### src/shared/rxd_pkg.sv
/*
  Constants and types for the receive TLP delivery block.
  Assumes a single 100 MHz user clock and 64-bit QWORD beats.
*/
package rxd_pkg;
  // Stream geometry
  localparam int DATA_W = 64;
  localparam int KEEP_W = 8;
  localparam logic [7:0] KEEP_FULL = 8'h00FF;
  localparam logic [7:0] KEEP_LOW = 8'h000F;
  // Header fields in the first DW (low half of the first beat)
  localparam int FMT_DATA_BIT = 30;
  localparam int FMT_4DW_BIT = 29;
  localparam int LEN_LSB = 0;
  // Outstanding non-posted request count ceiling
  localparam logic [3:0] NP_REQ_MAX = 4'h000C;
  localparam logic [3:0] NP_REQ_ZERO = 4'h0000;
  // Held non-posted store, in beats
  localparam int STORE_AW = 6;
  localparam logic [6:0] STORE_DEPTH = 7'h0040;
  localparam logic [6:0] PTR_ONE = 7'h0001;
  localparam logic [5:0] TLPS_ONE = 6'h0001;
  localparam logic [5:0] TLPS_ZERO = 6'h0000;
  localparam logic [63:0] DATA_ZERO = 64'h0000_0000_0000_0000;

  // One stored beat
  typedef struct packed {
    logic [DATA_W-1:0] data;
    logic last;
  } rxd_beat_t;

  // Delivery sequencer
  typedef enum logic [1:0] {
    RXD_IDLE,
    RXD_SEND_STORE,
    RXD_SEND_IN,
    RXD_FILL
  } rxd_state_t;
endpackage : rxd_pkg

### src/verilog/rxd_top.sv
/*
  Receive TLP delivery: presents received TLPs as 64-bit stream beats,
  holds back non-posted TLPs under throttle flag or request-pulse control.
  Assumes the upstream receive queue gives each TLP's beats on consecutive
  cycles once its first beat is taken, and tags non-posted TLPs on beat one.
*/
`timescale 1ns/100ps
`default_nettype none
module rxd_top #(
  parameter bit nonposted_request_mode_attr = 1'b0
) (
  input wire logic clk,
  input wire logic rst,
  input wire logic tlp_in_valid,
  input wire logic [63:0] tlp_in_data,
  input wire logic tlp_in_last,
  input wire logic tlp_in_np,
  output logic tlp_in_ready,
  output logic m_axis_rx_tvalid,
  output logic [63:0] m_axis_rx_tdata,
  output logic m_axis_rx_tlast,
  output logic [7:0] m_axis_rx_tkeep,
  input wire logic m_axis_rx_tready,
  input wire logic nonposted_accept_flag,
  input wire logic nonposted_request_pulse
);
  rxd_pkg::rxd_state_t state_q, state_d;
  logic ov_q, ov_d;
  logic [63:0] od_q, od_d;
  logic ol_q, ol_d;
  logic [7:0] ok_q, ok_d;
  logic [7:0] tkeep_q, tkeep_d;
  logic first_q, first_d;
  logic [6:0] wr_q, wr_d, rd_q, rd_d;
  logic [5:0] tlps_q, tlps_d;
  logic [3:0] req_q, req_d;
  rxd_pkg::rxd_beat_t mem [0:63];
  rxd_pkg::rxd_beat_t rd_beat;
  logic out_ld, store_has, full, np_gate, np_start, mv_store, mv_in, wr_en;
  logic src_last, odd_dw;
  logic [63:0] src_data;
  logic [6:0] fill;

  // Which mechanism decides if a non-posted TLP may start
  always_comb begin
    np_gate = nonposted_request_mode_attr ? (req_q != rxd_pkg::NP_REQ_ZERO)
                                          : nonposted_accept_flag;
  end

  // Store status and output stage load enable
  always_comb begin
    fill = wr_q - rd_q;
    full = (fill == rxd_pkg::STORE_DEPTH);
    store_has = (tlps_q != rxd_pkg::TLPS_ZERO);
    out_ld = !ov_q || m_axis_rx_tready;
    rd_beat = mem[rd_q[rxd_pkg::STORE_AW-1:0]];
  end

  // Beat movement and source selection
  always_comb begin
    mv_store = (state_q == rxd_pkg::RXD_SEND_STORE) && out_ld;
    mv_in = (state_q == rxd_pkg::RXD_SEND_IN) && out_ld && tlp_in_valid;
    wr_en = (state_q == rxd_pkg::RXD_FILL) && tlp_in_valid && !full;
    src_data = mv_store ? rd_beat.data : tlp_in_data;
    src_last = mv_store ? rd_beat.last : tlp_in_last;
    case (state_q)
      rxd_pkg::RXD_SEND_IN: tlp_in_ready = out_ld;
      rxd_pkg::RXD_FILL: tlp_in_ready = !full;
      default: tlp_in_ready = 1'b0;
    endcase
  end

  // Final-beat keep from header format and length parity
  always_comb begin
    odd_dw = !src_data[rxd_pkg::FMT_4DW_BIT]
             ^ (src_data[rxd_pkg::FMT_DATA_BIT] & src_data[rxd_pkg::LEN_LSB]);
    tkeep_d = tkeep_q;
    first_d = first_q;
    if ((mv_store || mv_in) && first_q) begin
      tkeep_d = odd_dw ? rxd_pkg::KEEP_LOW : rxd_pkg::KEEP_FULL;
    end
    if (mv_store || mv_in) begin
      first_d = src_last;
    end
  end

  // Output stage next values
  always_comb begin
    ov_d = ov_q;
    od_d = od_q;
    ol_d = ol_q;
    ok_d = ok_q;
    if (out_ld) begin
      ov_d = mv_store || mv_in;
      if (mv_store || mv_in) begin
        od_d = src_data;
        ol_d = src_last;
        ok_d = src_last ? (first_q ? rxd_pkg::KEEP_FULL : tkeep_q)
                        : rxd_pkg::KEEP_FULL;
      end
    end
  end

  // Sequencer, store pointers and TLP-boundary arbitration
  always_comb begin
    state_d = state_q;
    rd_d = rd_q;
    wr_d = wr_q;
    tlps_d = tlps_q;
    np_start = 1'b0;
    case (state_q)
      rxd_pkg::RXD_IDLE: begin
        if (store_has && np_gate) begin
          state_d = rxd_pkg::RXD_SEND_STORE;
          tlps_d = tlps_q - rxd_pkg::TLPS_ONE;
          np_start = 1'b1;
        end else if (tlp_in_valid) begin
          if (tlp_in_np && (store_has || !np_gate)) begin
            state_d = rxd_pkg::RXD_FILL;
          end else begin
            state_d = rxd_pkg::RXD_SEND_IN;
            np_start = tlp_in_np;
          end
        end
      end
      rxd_pkg::RXD_SEND_STORE: begin
        if (mv_store) begin
          rd_d = rd_q + rxd_pkg::PTR_ONE;
          if (rd_beat.last) begin
            state_d = rxd_pkg::RXD_IDLE;
          end
        end
      end
      rxd_pkg::RXD_SEND_IN: begin
        if (mv_in && tlp_in_last) begin
          state_d = rxd_pkg::RXD_IDLE;
        end
      end
      rxd_pkg::RXD_FILL: begin
        if (wr_en) begin
          wr_d = wr_q + rxd_pkg::PTR_ONE;
          if (tlp_in_last) begin
            tlps_d = tlps_q + rxd_pkg::TLPS_ONE;
            state_d = rxd_pkg::RXD_IDLE;
          end
        end
      end
      default: state_d = rxd_pkg::RXD_IDLE;
    endcase
  end

  // Outstanding request counter, saturating at the ceiling
  always_comb begin
    req_d = req_q;
    if (nonposted_request_mode_attr) begin
      // A grant at the ceiling still lands when a start frees a slot
      if (nonposted_request_pulse && (req_q != rxd_pkg::NP_REQ_MAX || np_start)) begin
        req_d = req_d + 4'h0001;
      end
      if (np_start) begin
        req_d = req_d - 4'h0001;
      end
    end
  end

  // Register all state except the held-beat store memory
  always_ff @(posedge clk) begin
    if (rst) begin
      state_q <= rxd_pkg::RXD_IDLE;
      ov_q <= 1'b0;
      od_q <= rxd_pkg::DATA_ZERO;
      ol_q <= 1'b0;
      ok_q <= rxd_pkg::KEEP_FULL;
      tkeep_q <= rxd_pkg::KEEP_FULL;
      first_q <= 1'b1;
      wr_q <= 7'h0000;
      rd_q <= 7'h0000;
      tlps_q <= rxd_pkg::TLPS_ZERO;
      req_q <= rxd_pkg::NP_REQ_ZERO;
    end else begin
      state_q <= state_d;
      ov_q <= ov_d;
      od_q <= od_d;
      ol_q <= ol_d;
      ok_q <= ok_d;
      tkeep_q <= tkeep_d;
      first_q <= first_d;
      wr_q <= wr_d;
      rd_q <= rd_d;
      tlps_q <= tlps_d;
      req_q <= req_d;
    end
  end

  // Held non-posted beats
  always_ff @(posedge clk) begin
    if (wr_en) begin
      mem[wr_q[rxd_pkg::STORE_AW-1:0]] <= '{data: tlp_in_data, last: tlp_in_last};
    end
  end

  // Outputs straight from the output stage
  always_comb begin
    m_axis_rx_tvalid = ov_q;
    m_axis_rx_tdata = od_q;
    m_axis_rx_tlast = ol_q;
    m_axis_rx_tkeep = ok_q;
  end
endmodule : rxd_top
`default_nettype wire

### config.mk
export PLATFORM = sky130hd
export DESIGN_NAME = rxd_top
export DESIGN_NICKNAME = d
export VERILOG_FILES = /design/src/shared/rxd_pkg.sv /design/src/verilog/rxd_top.sv
export SDC_FILE = /design/constraint.sdc
export NUM_CORES = 2
export LEC_CHECK = 0
export BUFFER_PORTS_ARGS = -buffer_cell sky130_fd_sc_hd__buf_2
export CAP_MARGIN = 20
export CORE_UTILIZATION = 40
export DETAILED_ROUTE_END_ITERATION = 10
export SYNTH_ARGS = -nofsm -noshare
export SYNTH_HDL_FRONTEND = slang
export SYNTH_MEMORY_MAX_BITS = 65536
export SYNTH_SLANG_ARGS = --single-unit
### constraint.sdc
create_clock -name clk -period 7.8 [get_ports clk]
set_input_delay 1.56 -clock clk [delete_from_list [all_inputs] [get_ports clk]]
set_output_delay 1.56 -clock clk [all_outputs]
set_load 0.02 [all_outputs]
Word level (Yosys, flattened, before mapping)
Memories as Yosys holds them, arrays and structs flattened. A register that Yosys moved wholly into a read port is not among the register bits. Cells that the tools add are included.

Memories: 1. Input bits: 72. Bits in writable memories: 4160. Register bits: 105.

Add/sub/neg operators: 5. Reductions and logical operators: 24. Equality and inequality tests: 11. Mux-type cells: 23. Bitwise operators: 2.

Memories: mem (depth 64, bits a word 65, rd ports 1, clocked after memory_dff 1, write ports 1, RTL line rxd_top.sv:37) `rxd_pkg::rxd_beat_t mem [0:63];`.

Operator list (count): $mux 64 (1); $mux 6 (5); $mux 8 (3); $add 7x1->7 const B (2); $mux 2 (7); $pmux 6 s2 (1); $ne 2x2->1 const B (5); $logic_and 1x1->1 (9); $pmux 2 s4 (1); $eq 7x7->1 const B (1); $sub 7x7->7 (1); $add 6x1->6 const B (1); $reduce_and 2->1 (3); $reduce_and 6->1 (1); $reduce_bool 6->1 (1); $sub 6x1->6 const B (1); $eq 2x2->1 const B (2); $logic_not 1->1 (4); $mux 1 (4); $reduce_and 4->1 (1); $logic_or 1x1->1 (3); $ne 3x3->1 const B (1); $eq 2x1->1 const B (1); $logic_not 2->1 (1); 5 further kinds (5).

Logic depth before layout (Yosys ltp)
Depth in word-level cells: 7. Mapped depth: 13.

Worst setup path before layout
Ideal clock, no wire load.

Kind: input to register. Start: in tlp_in_valid. End: mem mem[57][0] (netlist name) (enable). Stages: 5. Slack: 1.981 ns. Arrival: 5.330 ns. Data required time: 7.311 ns. Library setup time: 0.489 ns. Path buffers: 2. Cell sequence: clkbuf_1 nand3_1 or4_1 clkbuf_1 nor2_1.

Word-level cells in the longest chain between the ends: 4.

Ends and longest elaborated chain: start: declaration (RTL line rxd_top.sv:14) `input wire logic tlp_in_valid,`; $logic_and 1x1->1 (2 in a row) (RTL line rxd_top.sv:63) `wr_en = (state_q == rxd_pkg::RXD_FILL) && tlp_in_valid && !full;`; $mux 1 (RTL line rxd_top.sv:197) `if (wr_en) begin`; $mux 1 (not written as such) (RTL line rxd_top.sv:198) `mem[wr_q[rxd_pkg::STORE_AW-1:0]] <= '{data: tlp_in_data, last: tlp_in_last};`; end: declaration (RTL line rxd_top.sv:37).

Every way passes these cells.

Worst setup path after layout
Start: reg wr_q[1]. End: mem mem[30][4] (netlist name) (enable).

Word-level cells in the longest chain between the ends: 6.

Ends and longest elaborated chain: start: declaration (RTL line rxd_top.sv:34) `logic [6:0] wr_q, wr_d, rd_q, rd_d;`; start signal: assignment (RTL line rxd_top.sv:188) `wr_q <= wr_d;`; $sub 7x7->7 (RTL line rxd_top.sv:52) `fill = wr_q - rd_q;`; $eq 7x7->1 (RTL line rxd_top.sv:53) `full = (fill == rxd_pkg::STORE_DEPTH);`; $logic_not 1->1 (RTL line rxd_top.sv:63); $logic_and 1x1->1 (RTL line rxd_top.sv:63); $mux 1 (RTL line rxd_top.sv:197); $mux 1 (not written as such) (RTL line rxd_top.sv:198).

Parallel ways exist; a longest one is shown, timed or not.

==> flow_summary.ini <==
[yosys]
netlist_area_um2 = 162000
synth_cell_type_count = 54
synthArstFlopShare = 0
ys.warnings.count = 0
postSynthCellCount = 6546
avgSynthCellArea_um2 = 24.7
ys_ff_latch = 4257
synth_enable_flop_cells = 4160
ys.flop_type = sky130_fd_sc_hd__edfxtp_1
synth-seq-area-share = 0.783

[global_routing]
grt_busiest_layer = met2
groute.layer.met2.usage = 0.353
antenna_violations_before_repair = 31
globalRouteOverflowTotal = 0
global_route.usage.met3 = 0.0265
grt_start_max_net_pins = 148
wire_length_of_the_first_global_routing_pass_mm = 599
use_met1 = 0.286
first_global_vias = 76000
grt_use_total = 0.208

[sta]
fin_tns_setup_ps = 0
final-setup-viol-count = 0
unrepaired_setup_endpoints_after_global_routing = no
max-slew-margin-rel = -0.0353
fmax_mhz = 177
final_min_period_over_clock_period = 0.723
max_slew.worst_pin.slew_ps = 1550
final.setup.worst_slack_ps = 2160
layout_min_cycle_time_ps = 5640
report.final.slew_viol_count = 24
number_of_hold_violations_in_the_final_report = 0
timing.clock.skew_ps = 49.9

[placed_design]
hpwl_mm = 233
port-buffer-count = 141
place_area_um2 = 171000
place.gp.congestion = 0.784
dp_slack_ps = 2130

[setup_path]
crit_arrival_ps = 6220
crit_fanout = 20
cp_data_required_time_ps = 8380
endpoint_kind = flip-flop
timing.critical_path.from_type = flip-flop
worstSetupPathType = flip-flop to flip-flop

[clocking]
postCtsResizedCells = 0
clk-insertion-delay-late_ps = 980
h-tree-depth = 5
numCtsBuffers = 425
cts-root-buf = sky130_fd_sc_hd__clkbuf_16
cts.sinks = 4257
cts-root-to-sink-buffers = 4
cts.hold.buffers_added = 0
cts_tree = built
cts.repair_timing.setup_buffer_count = 0
clk_transition_reported_paths_ps = 60

[power]
power.density_cell_area_nw_per_um2 = 277
total_leakage_power_nw = 55.6
worst_ir_drop_vdd_v = 0.000225

[final_layout]
most-common-layout-cells = 4160 x sky130_fd_sc_hd__edfxtp_1, 1328 x sky130_fd_sc_hd__mux4_2, 430 x sky130_fd_sc_hd__clkbuf_16, 212 x sky130_fd_sc_hd__buf_4, 141 x sky130_fd_sc_hd__buf_2
syn2layout_area_growth_pct = 14.4
num-nets-final = 7129
drive_gt1_frac = 0.329
post-route-cell-area_um2 = 185000
layout_commonest_cell = sky130_fd_sc_hd__edfxtp_1

[routing]
dr.first_iter.drc_count = 9355
vias = 74700
vias_per_cell = 5.83
number_of_optimization_iterations_in_the_first_detailed_route_pass = 7
drt.antenna.violating_nets = 0
route.detailed.drc = 0
totalWireLength_mm = 427
routedWlPerCell_um = 33.4

[floorplanning]
design.portCount = 147
die-area_um2 = 407000
floorplan.initialDensity = 0.402
core-area_um2 = 403000
floorplan.die.height_um = 638
row_count = 233
fp.dieW_um = 638

[worst_hold_path]
hold_path_class = flip-flop to flip-flop

[outcome]
outcome = finished with violations
violated_checks = slew limit

[run]
max_cap_viol_count = 0
==> power breakdown <==
group / internal, mW / total, mW / switching [mW]
Sequential: 25.2 / 25.4 / 0.137
Clock: 11.5 / 20.1 / 8.62
Combinational: 2.84 / 5.79 / 2.95
Total: 39.6 / 51.3 / 11.7
==> area by class of cell <==
cell class / count / area (um^2)
fillers: 33000 / 218000
flip-flops and latches: 4257 / 127000
multi-input cells: 1914 / 33900
clock buffers: 539 / 11400
well taps: 5405 / 6760
repair buffers: 429 / 3860
clock inverters: 247 / 2330
inverters: 17 / 76.3
diodes: 5 / 12.5
==> flip-flops by register name, indices dropped and copies added (netlist names), 2 cells and up, named ones only <==
signal	flops
rd_q	7
mem	4160
tlps_q	6
wr_q	7
m_axis_rx_tdata	64
state_q	2
==> through the flow <==
step | total power [mW] | utilization | std cells | hold slack (ps)
final | 51.3 | 0.460 | 12800 | 431
after global routing | 52.9 | 0.460 | 12800 | 458
after CTS | 51.7 | 0.458 | 12800 | 436
after detailed placement | 31.7 | 0.424 | 12000 | 426
after global placement | 31.7 | 0.424 | 12000 | 432
after floorplan | 30.0 | - | 6549 | 458
==> critical path, cell delays in order (launching register included) <==
cell and delay (ps):
sky130_fd_sc_hd__dfxtp_1 500, sky130_fd_sc_hd__ha_1 300, sky130_fd_sc_hd__nor2b_1 140, sky130_fd_sc_hd__o21ai_0 250, sky130_fd_sc_hd__a21oi_1 120, sky130_fd_sc_hd__o2111ai_1 620, sky130_fd_sc_hd__nand3_1 570, sky130_fd_sc_hd__nor2_1 300
sky130_fd_sc_hd__nand3_1 710, sky130_fd_sc_hd__nor2_4 1100, sky130_fd_sc_hd__buf_4 600
==> per-layer routing <==
metal	share of wire	wire, um
met5	0.000094	40
met4	0.028	12100
met3	0.068	28900
met2	0.50	216000
met1	0.40	171000
==> Yosys cell counts (all sizes together) (10+ instances only) <==
library cell	n	area, um^2
mux2i	55	551
o22ai	13	81.3
buf	174	911
a211oi	24	180
xnor2	12	105
o221ai	43	377
mux4	1328	29900
a21oi	41	205
dfxtp	97	1940
edfxtp	4160	125000
nand2	129	484
inv	16	60.1
nor2	134	503
nand3	10	50.1
a22oi	15	113
clkbuf	187	702
ha	12	150
o21ai	10	50.1
==> cell families after synthesis <==
family,after synthesis,synth area share
AO/OA/AOI/OAI,169,0.00731
XOR/XNOR,18,0.000974
multiplexers,1386,0.188
adder cells (fa/ha/maj),13,0.00105
AND/OR/NAND/NOR,324,0.00848
buffers and inverters,378,0.0104
flip-flops,4257,0.783
other,1,0.0000232
==> final timing paths <==
path | startpoint | to | slack (ps) | cells past startpoint
max | wr_q[1] | mem[30][4] | 2160 | 10
min | m_axis_rx_tdata[8] | m_axis_rx_tdata[8] | 430 | 2
max reg2reg | wr_q[1] | mem[30][4] | 2160 | 10
min reg2reg | m_axis_rx_tdata[8] | m_axis_rx_tdata[8] | 430 | 2
No activity file was read; power rests on OpenSTA's default activity.
